[src/sasr_pkg.sv]
// Function
// - A convert_start rising edge wakes the device and starts a new conversion.
// - Acquisition tracks the input; a convert_start rising edge begins conversion.
// - Conversion resolves 18 bits by successive approximation, down to 1/262144.
// - Conversion is timed internally; no host clock edges drive it.
// - Busy rises when a conversion starts and falls when it ends.
// - After conversion an 18-bit code is prepared and held for transfer.
// - The bipolar span maps onto 2^18 levels in two's complement form.
// - The newest result is ready in its own cycle at 1Msps throughput.
// - The device naps between conversions.
// - Chain select low: the shared pin enables or disables serial output.
// - Chain select high: the shared pin takes serial data from another converter.
// - Enabled output shifts own result or chained data MSB first on clock rise.
// - Serial output updates on a rising serial clock edge while enabled and not converting, and when a finished conversion loads the new result.
package sasr_pkg;
  localparam int RESULT_W      = 18;
  localparam int IDX_W         = 5;
  localparam int CLK_PERIOD_NS = 40;
  localparam int CYCLE_TIME_NS = 1000;
  localparam int CYCLE_CYC     = CYCLE_TIME_NS / CLK_PERIOD_NS;
  localparam logic [IDX_W-1:0] SH_FULL = 5'h12;

  // Pin positions in the synchroniser vectors
  localparam int PIN_CONV  = 0;
  localparam int PIN_SCK   = 1;
  localparam int PIN_REN   = 2;
  localparam int PIN_CHAIN = 3;
  localparam int PIN_N     = 4;

  // Register byte offsets
  localparam logic [7:0] OFF_CTRL     = 8'h00;
  localparam logic [7:0] OFF_STATUS   = 8'h04;
  localparam logic [7:0] OFF_RESULT   = 8'h08;
  localparam logic [7:0] OFF_IRQ_STAT = 8'h0c;
  localparam logic [7:0] OFF_IRQ_MASK = 8'h10;

  // Field positions
  localparam int CTRL_EN_BIT  = 0;
  localparam int ST_BUSY_BIT  = 0;
  localparam int ST_NAP_BIT   = 1;
  localparam int ST_CHAIN_BIT = 2;
  localparam int ST_CNT_LSB   = 8;
  localparam int IRQ_DONE_BIT = 0;
  localparam int IRQ_READ_BIT = 1;
  localparam int IRQ_OVR_BIT  = 2;
  localparam int IRQ_W        = 3;

  // Reset values
  localparam logic             CTRL_EN_RST  = 1'b1;
  localparam logic [IRQ_W-1:0] IRQ_MASK_RST = 3'h0;

  typedef enum logic [0:0] {
    SASR_ACQ  = 1'b0,
    SASR_CONV = 1'b1
  } sasr_state_t;
endpackage : sasr_pkg

[src/sasr_sar_if.sv]
`timescale 1ns/1ps
interface sasr_sar_if;
  logic                          start;
  logic [sasr_pkg::RESULT_W-1:0] sample;
  logic                          done;
  logic [sasr_pkg::RESULT_W-1:0] code;
  logic                          busy;
  modport ctrl   (output start, output sample, input done, input code, input busy);
  modport engine (input start, input sample, output done, output code, output busy);
endinterface : sasr_sar_if

[src/sasr_core.sv]
`timescale 1ns/1ps
module sasr_core (
  // Clock and reset
  input  wire logic                          pclk,
  input  wire logic                          presetn,
  // APB slave
  input  wire logic                          psel,
  input  wire logic                          penable,
  input  wire logic                          pwrite,
  input  wire logic [7:0]                    paddr,
  input  wire logic [31:0]                   pwdata,
  output logic      [31:0]                   prdata,
  output logic                               pready,
  output logic                               pslverr,
  // Converter pins
  input  wire logic                          convert_start,
  input  wire logic                          chain_select,
  input  wire logic                          read_enable_or_chain_input,
  input  wire logic                          sck,
  output logic                               sdo,
  output logic                               sdo_oe,
  output logic                               busy,
  output logic                               nap,
  // Sampled analog level, offset binary, stable during acquisition
  input  wire logic [sasr_pkg::RESULT_W-1:0] analog_sample,
  // Interrupt
  output logic                               irq
);
  localparam int W = sasr_pkg::RESULT_W;
  localparam int P = sasr_pkg::PIN_N;

  typedef struct packed {
    logic [P-1:0]                sy1;
    logic [P-1:0]                sy2;
    logic [P-1:0]                sy3;
    logic [P-1:0]                filt;
    sasr_pkg::sasr_state_t       st;
    logic                        busy;
    logic [W-1:0]                shreg;
    logic [sasr_pkg::IDX_W-1:0]  shcnt;
    logic [W-1:0]                result;
    logic                        ctrl_en;
    logic [sasr_pkg::IRQ_W-1:0]  irq_stat;
    logic [sasr_pkg::IRQ_W-1:0]  irq_mask;
    logic [31:0]                 prdata;
    logic                        pslverr;
    logic                        sdo;
    logic                        sdo_oe;
  } sasr_core_st_t;

  sasr_core_st_t s;
  sasr_core_st_t n;

  logic [P-1:0]                pins;
  logic [P-1:0]                filt_nxt;
  logic [P-1:0]                rise;
  logic                        chain_mode;
  logic                        out_en;
  logic                        out_en_nxt;
  logic                        sck_rise;
  logic                        start_req;
  logic                        overrun;
  logic                        ev_done;
  logic                        ev_read;
  logic                        setup;
  logic                        wr;
  logic [sasr_pkg::IRQ_W-1:0]  irq_ev;
  logic [sasr_pkg::IRQ_W-1:0]  irq_clr;

  sasr_sar_if sar_c ();

  sasr_sar_engine u_engine (
    .pclk    (pclk),
    .presetn (presetn),
    .sar     (sar_c.engine)
  );

  assign pins = {chain_select, read_enable_or_chain_input, sck, convert_start};

  // A pin level counts only once the second and third stages agree
  assign filt_nxt   = (~(s.sy2 ^ s.sy3) & s.sy3) | ((s.sy2 ^ s.sy3) & s.filt);
  assign rise       = filt_nxt & ~s.filt;
  assign chain_mode = s.filt[sasr_pkg::PIN_CHAIN];
  // Chain mode leaves the output on; normal mode enables it while the pin is low
  assign out_en     = chain_mode | ~s.filt[sasr_pkg::PIN_REN];
  assign out_en_nxt = filt_nxt[sasr_pkg::PIN_CHAIN] | ~filt_nxt[sasr_pkg::PIN_REN];
  assign sck_rise   = rise[sasr_pkg::PIN_SCK];
  // Starts during a conversion are dropped and flagged as overrun
  assign start_req  = rise[sasr_pkg::PIN_CONV] & s.ctrl_en & (s.st == sasr_pkg::SASR_ACQ);
  assign overrun    = rise[sasr_pkg::PIN_CONV] & (s.st == sasr_pkg::SASR_CONV);
  assign ev_done    = (s.st == sasr_pkg::SASR_CONV) & sar_c.done;
  assign ev_read    = (s.st == sasr_pkg::SASR_ACQ) & sck_rise & out_en &
                      (s.shcnt == sasr_pkg::SH_FULL - 5'h1);

  assign sar_c.start  = start_req;
  assign sar_c.sample = analog_sample;

  assign setup   = psel & ~penable;
  assign wr      = psel & penable & pwrite;
  assign irq_ev  = {overrun, ev_read, ev_done};
  assign irq_clr = (wr && paddr == sasr_pkg::OFF_IRQ_STAT) ?
                   pwdata[sasr_pkg::IRQ_W-1:0] : '0;

  always_comb begin
    n      = s;
    n.sy1  = pins;
    n.sy2  = s.sy1;
    n.sy3  = s.sy2;
    n.filt = filt_nxt;

    unique case (s.st)
      sasr_pkg::SASR_ACQ: begin
        if (start_req) begin
          n.st   = sasr_pkg::SASR_CONV;
          n.busy = 1'b1;
        end else if (sck_rise && out_en) begin
          // Chained data enters behind our own bits and follows them out
          n.shreg = {s.shreg[W-2:0], chain_mode & filt_nxt[sasr_pkg::PIN_REN]};
          if (s.shcnt != sasr_pkg::SH_FULL) begin
            n.shcnt = s.shcnt + 5'h1;
          end
        end
      end
      sasr_pkg::SASR_CONV: begin
        if (sar_c.done) begin
          n.st     = sasr_pkg::SASR_ACQ;
          n.busy   = 1'b0;
          n.result = sar_c.code;
          n.shreg  = sar_c.code;
          n.shcnt  = '0;
        end
      end
    endcase

    n.sdo    = n.shreg[W-1];
    n.sdo_oe = out_en_nxt;

    // Hardware set wins over a software clear in the same cycle
    n.irq_stat = (s.irq_stat & ~irq_clr) | irq_ev;
    if (wr && paddr == sasr_pkg::OFF_CTRL) begin
      n.ctrl_en = pwdata[sasr_pkg::CTRL_EN_BIT];
    end
    if (wr && paddr == sasr_pkg::OFF_IRQ_MASK) begin
      n.irq_mask = pwdata[sasr_pkg::IRQ_W-1:0];
    end

    // Read data is latched in the setup phase, so pready never waits
    if (setup) begin
      n.prdata  = '0;
      n.pslverr = 1'b0;
      unique case (paddr)
        sasr_pkg::OFF_CTRL: begin
          n.prdata[sasr_pkg::CTRL_EN_BIT] = s.ctrl_en;
        end
        sasr_pkg::OFF_STATUS: begin
          n.prdata[sasr_pkg::ST_BUSY_BIT]  = s.busy;
          n.prdata[sasr_pkg::ST_NAP_BIT]   = (s.st == sasr_pkg::SASR_ACQ);
          n.prdata[sasr_pkg::ST_CHAIN_BIT] = chain_mode;
          n.prdata[sasr_pkg::ST_CNT_LSB +: sasr_pkg::IDX_W] = s.shcnt;
        end
        sasr_pkg::OFF_RESULT: begin
          n.prdata[W-1:0] = s.result;
        end
        sasr_pkg::OFF_IRQ_STAT: begin
          n.prdata[sasr_pkg::IRQ_W-1:0] = s.irq_stat;
        end
        sasr_pkg::OFF_IRQ_MASK: begin
          n.prdata[sasr_pkg::IRQ_W-1:0] = s.irq_mask;
        end
        default: begin
          n.pslverr = 1'b1;
        end
      endcase
    end
  end

  always_ff @(posedge pclk or negedge presetn) begin
    if (!presetn) begin
      s          <= '0;
      s.sdo_oe   <= 1'b1;
      s.ctrl_en  <= sasr_pkg::CTRL_EN_RST;
      s.irq_mask <= sasr_pkg::IRQ_MASK_RST;
    end else begin
      s <= n;
    end
  end

  assign prdata  = s.prdata;
  assign pready  = 1'b1;
  assign pslverr = s.pslverr & psel & penable;
  assign sdo     = s.sdo;
  assign sdo_oe  = s.sdo_oe;
  assign busy    = s.busy;
  assign nap     = (s.st == sasr_pkg::SASR_ACQ);
  assign irq     = |(s.irq_stat & s.irq_mask);

  chk_start_raises_busy: assert property (@(posedge pclk) disable iff (!presetn)
    start_req |=> (s.busy && !nap))
    else $error("start did not raise busy");

  chk_conv_internal_time: assert property (@(posedge pclk) disable iff (!presetn)
    $rose(s.busy) |-> s.busy[*8] ##11 s.busy ##1 !s.busy)
    else $error("conversion length is not 19 cycles");

  chk_result_loaded: assert property (@(posedge pclk) disable iff (!presetn)
    $fell(s.busy) |-> (s.shreg == s.result && s.shcnt == '0 && s.sdo == s.result[W-1]))
    else $error("result not ready when busy fell");

  chk_nap_between: assert property (@(posedge pclk) disable iff (!presetn)
    ev_done |=> (nap && !s.busy))
    else $error("no nap after conversion");

  chk_normal_oe: assert property (@(posedge pclk) disable iff (!presetn)
    !chain_mode |-> (s.sdo_oe == !s.filt[sasr_pkg::PIN_REN]))
    else $error("normal mode output enable wrong");

  chk_chain_oe: assert property (@(posedge pclk) disable iff (!presetn)
    chain_mode |-> s.sdo_oe)
    else $error("chain mode output not enabled");

  chk_shift_msb_first: assert property (@(posedge pclk) disable iff (!presetn)
    (sck_rise && out_en && s.st == sasr_pkg::SASR_ACQ && !start_req)
      |=> (s.sdo == $past(s.shreg[W-2]) && s.shreg[W-1:1] == $past(s.shreg[W-2:0])))
    else $error("serial shift wrong");

  chk_hold_no_clock: assert property (@(posedge pclk) disable iff (!presetn)
    (!sck_rise && !sar_c.done) |=> $stable(s.sdo))
    else $error("output moved without clock edge");

  chk_chain_pass: assert property (@(posedge pclk) disable iff (!presetn)
    (chain_mode && sck_rise && s.st == sasr_pkg::SASR_ACQ && !start_req)
      |=> s.shreg[0] == $past(filt_nxt[sasr_pkg::PIN_REN]))
    else $error("chain input bit not taken");

  chk_irq_sticky: assert property (@(posedge pclk) disable iff (!presetn)
    ev_done |=> s.irq_stat[sasr_pkg::IRQ_DONE_BIT])
    else $error("done flag not set");
endmodule : sasr_core

[src/sasr_sar_engine.sv]
`timescale 1ns/1ps
module sasr_sar_engine (
  // Clock and reset
  input wire logic   pclk,
  input wire logic   presetn,
  // Control side
  sasr_sar_if.engine sar
);
  localparam int W = sasr_pkg::RESULT_W;

  typedef struct packed {
    logic                          active;
    logic [W-1:0]                  held;
    logic [W-1:0]                  acc;
    logic [sasr_pkg::IDX_W-1:0]    idx;
    logic                          done;
    logic [W-1:0]                  code;
  } sasr_eng_st_t;

  sasr_eng_st_t s;
  sasr_eng_st_t n;
  logic [W-1:0] weight;
  logic [W-1:0] trial;
  logic [W-1:0] acc_new;

  always_comb begin
    n       = s;
    n.done  = 1'b0;
    weight  = W'(1) << s.idx;
    trial   = s.acc | weight;
    // Keep the trial bit while the held sample is not below it
    acc_new = (s.held >= trial) ? trial : s.acc;
    if (sar.start && !s.active) begin
      n.active = 1'b1;
      n.held   = sar.sample;
      n.acc    = '0;
      n.idx    = sasr_pkg::IDX_W'(W - 1);
    end else if (s.active) begin
      n.acc = acc_new;
      if (s.idx == '0) begin
        n.active = 1'b0;
        n.done   = 1'b1;
        // Offset binary to two's complement by inverting the sign bit
        n.code   = {~acc_new[W-1], acc_new[W-2:0]};
      end else begin
        n.idx = s.idx - 5'h1;
      end
    end
  end

  always_ff @(posedge pclk or negedge presetn) begin
    if (!presetn) begin
      s <= '0;
    end else begin
      s <= n;
    end
  end

  assign sar.done = s.done;
  assign sar.code = s.code;
  assign sar.busy = s.active;

  chk_sar_exact_code: assert property (@(posedge pclk) disable iff (!presetn)
    s.done |-> s.code == {~s.held[W-1], s.held[W-2:0]})
    else $error("result differs from held sample");

  chk_sar_step_count: assert property (@(posedge pclk) disable iff (!presetn)
    $rose(s.active) |-> ##17 s.active ##1 (!s.active && s.done))
    else $error("search did not take one step per bit");
endmodule : sasr_sar_engine

[config.mk]
export PLATFORM = sky130hd
export DESIGN_NAME = sasr_core
export DESIGN_NICKNAME = d
export VERILOG_FILES = /design/src/sasr_pkg.sv /design/src/sasr_sar_if.sv /design/src/sasr_core.sv /design/src/sasr_sar_engine.sv
export SDC_FILE = /design/constraint.sdc
export NUM_CORES = 1
export LEC_CHECK = 0
export BUFFER_PORTS_ARGS = -buffer_cell sky130_fd_sc_hd__buf_2
export CORE_UTILIZATION = 25
export DETAILED_ROUTE_END_ITERATION = 16
export SYNTH_ARGS = -nofsm -noshare
export SYNTH_HDL_FRONTEND = slang
export SYNTH_SLANG_ARGS = --single-unit
[constraint.sdc]
create_clock -name pclk -period 2.72 [get_ports pclk]
set_clock_uncertainty 0.1 [all_clocks]
set_input_delay 0.408 -clock pclk [delete_from_list [all_inputs] [get_ports pclk]]
set_output_delay 0.408 -clock pclk [all_outputs]
set_load 0.005 [all_outputs]
==> results.py <==
metrics = {
    "setup_path": {
        "cp_data_required_time_ns": 2.91,
        "reg2reg_depth": 10,
        "crit_cells": 10,
        "setup.worst_path.end_class": "flop",
        "setup.worst_path.end": "u_engine.s[30]$_DFFE_PN0P_",
        "timing.rr.end": "u_engine.s[30]$_DFFE_PN0P_",
        "crit_path_max_fanout": 11,
        "critical_path.cell_chain": "and3b_2, a21oi_2, ha_1, and4_1, a221oi_2, o211ai_1, a211oi_2, buf_4, buf_6, o21ai_0",
        "crit_start": "u_engine.s[23]$_DFFE_PN0P_",
        "worst-r2r-setup-slack_ns": 0.09,
        "critical-path-top-delay-family": "compound AO/OA/AOI/OAI gates",
        "regToRegStartpoint": "u_engine.s[23]$_DFFE_PN0P_",
        "cp_num_buf_inv": 2,
        "critical_path_class": "reg -> reg",
        "timing.critical_path.slowest_cell_delay_ns": 0.45,
        "timing.critical_path.slowest_stage_cell": "dfrtp_2",
        "worstSetupStartpointType": "flop",
        "data_arrival_critical_path_ns": 2.83,
    },
    "placement": {
        "hpwlAfterDp_um": 10000,
        "final_gp_congestion": 0.787,
        "dp_worst_setup_slack_ns": 0.00726,
        "dpl-instance-area_um2": 7460,
        "port-buffer-count": 61,
        "placedCellCount": 1086,
    },
    "final_layout": {
        "drive_above_1_share": 0.207,
        "stdcell_area_um2": 8300,
        "stdcell_count": 1129,
        "final_nets": 868,
        "num_antenna_cells": 0,
        "areaGrowthSynthToFinish_pct": 20.7,
    },
    "run": {
        "max_cap_violations": 0,
    },
    "global_routing": {
        "grt_util_all_layers": 0.111,
        "grt_first_pass_wirelength_um": 24800,
        "first_global_vias": 4704,
        "antenna_found_initial": 0,
        "grt_max_degree": 63,
        "grt-ovfl-total": 0,
    },
    "timing": {
        "fmax_mhz": 380,
        "postLayoutSetupSlackWorst_ns": 0.0894,
        "period_needed_ns": 2.63,
        "finalHoldViolations": 0,
        "setup_viol": 0,
        "setup_tns_ns": 0,
        "post_route_clock_period_utilization": 0.967,
        "final-max-slew-violation-count": 0,
        "max_slew.worst_pin.slew_ns": 0.679,
        "timing.slew.headroom": 0.548,
    },
    "logic_synthesis": {
        "synth_enable_flop_cells": 0,
        "synthMostInstantiatedCell": "nand2_1",
        "ys_seq_area_frac": 0.535,
        "netlist_top_cells_count": "nand2_1 (229), dfrtp_1 (145), o21ai_0 (62)",
        "synthesis.area_per_instance_um2": 9.59,
        "synthesis_warnings": 0,
        "synth.area.top_cells": "dfrtp_1 (53%), nand2_1 (13%), ha_1 (4.7%)",
        "synthCells": 717,
        "cell_type_with_the_largest_total_area_after_synthesis": "dfrtp_1",
        "yosys.cell_types.count": 62,
        "synth_area_um2": 6880,
        "asyncSetResetFlopFracSynth": 1.00,
        "synth_top_cell_area_share": 0.528,
        "synthesized_flop_and_latch_total": 147,
        "synth_flop_cell": "dfrtp_1",
    },
    "floorplanning": {
        "dieHeight_um": 168,
        "die_w_um": 168,
        "floorplan.die_area_um2": 28200,
        "num_rows": 60,
        "design.portCount": 106,
        "placeableCoreArea_um2": 27000,
        "floorplan.initialDensity": 0.255,
    },
    "pwr": {
        "power.leakage_nw": 3.91,
        "vdd_ir_drop_max_v": 0.000273,
        "post-layout-total-power_mw": 5.35,
        "p_per_area_nw_per_um2": 645,
    },
    "clock_network": {
        "cts_max_level": 4,
        "deepest_clock_path_buffer_count": 2,
        "worstSkewPairLatency_ns": 0.43,
        "clockRootBuffer": "clkbuf_16",
        "cts_tree": "yes",
        "tritoncts.num_buffers": 17,
        "clk_pin_slew_ns": 0.07,
        "numClockSinks": 147,
    },
    "drt": {
        "drt-vias-per-instance": 4.36,
        "finalWirelength_um": 14800,
        "detail_route.wl_per_cell_um": 13.2,
        "pre_antenna_drt_iters": 5,
        "vias": 4923,
        "routed_antenna_nets": 0,
        "dr_iter_0_viols": 345,
        "drt_drc_violations_left": 0,
    },
    "worst_hold_path": {
        "hold_path.class": "in -> reg",
    },
    "outcome": {
        "status": "finished, final reports clean",
    },
}
-- how the worst min path moves through the flow --
stage | start | endpoint | slack [ns] | depth (start not counted)
after floorplan | presetn | busy$_DFFE_PN0P_ | 0.01 | 0
after global placement | n[95]$_DFF_PN0_ | n[91]$_DFF_PN0_ | 0.24 | 0
after detailed placement | n[93]$_DFF_PN0_ | n[89]$_DFF_PN0_ | 0.24 | 0
after CTS | analog_sample[15] | u_engine.s[57]$_DFFE_PN0P_ | 0.05 | 3
after global routing | analog_sample[16] | u_engine.s[58]$_DFFE_PN0P_ | 0.06 | 3
final | analog_sample[7] | u_engine.s[49]$_DFFE_PN0P_ | 0.07 | 3
-- tightest hold or removal path, stage by stage --
cell     delay, ns
buf_2         0.07
nand2_1       0.04
nand2_1       0.04
-- layout make-up --
cell class / instances / area, um^2
fillers: 2841 / 18700
flip-flops and latches: 147 / 3680
multi-input cells: 504 / 2880
repair buffers: 97 / 627
clock buffers: 18 / 439
well taps: 341 / 427
clock inverters: 14 / 215
inverters: 8 / 30.0
-- what timing repair did --
item / in CTS / in global routing
gates resized for setup: 6 / 23
setup buffers: 0 / 5
hold buffers: 5 / 0
pin swaps: 1 / 4
hold endpoints to repair: 63 / 0
setup endpoints to repair: 22 / 22
gates cloned: 1 / 0
-- cell usage in the layout (no fill, tap or decap), types with 11 or more instances in the layout --
cell type / synthesis / final
buf_2: 1 / 60
nand3b_1: 19 / 19
dfrtp_1: 145 / 144
conb_1: 2 / 15
ha_1: 26 / 22
a21oi_1: 24 / 17
a22oi_1: 22 / 22
buf_4: 34 / 27
clkbuf_16: 0 / 17
o21ai_0: 62 / 60
nor2_1: 11 / 11
nand2_1: 229 / 229
-- kinds of logic after synthesis --
group | synth area share
buffers and inverters | 0.0655
other | 0.00109
AND/OR/NAND/NOR | 0.203
XOR/XNOR | 0.00764
adder cells (fa/ha/maj) | 0.0531
flip-flops | 0.535
multiplexers | 0.0189
AO/OA/AOI/OAI | 0.116
-- per-stage QoR --
| stage | utilization | hold slack, ns |
|---|---|---|
| finish | 0.308 | 0.0664 |
| floorplan | - | 0.0124 |
| global route | 0.308 | 0.0616 |
| CTS | 0.304 | 0.0542 |
| detailed placement | 0.277 | 0.236 |
| global placement | 0.277 | 0.236 |
-- state kept, by name, indices dropped and copies added (netlist names), 8 cells and up --
signal	flops
prdata	18
s	57
n	8
u_engine.s	41
u_engine.sar.code	18
-- metal layers --
| layer | routed length (um) | global-route usage |
|---|---|---|
| met1 | 7590 | 0.163 |
| met2 | 6420 | 0.156 |
| met3 | 668 | 0.0256 |
| met4 | 168 | 0.0391 |
| met5 | 0 | 0 |
-- report_power, final --
group | total, mW | switching, mW | internal, mW
clock network | 2.61 | 1.02 | 1.60
logic | 0.358 | 0.200 | 0.159
registers | 2.38 | 0.0912 | 2.29
total | 5.35 | 1.31 | 4.04
(Power assumes the default switching activity.)
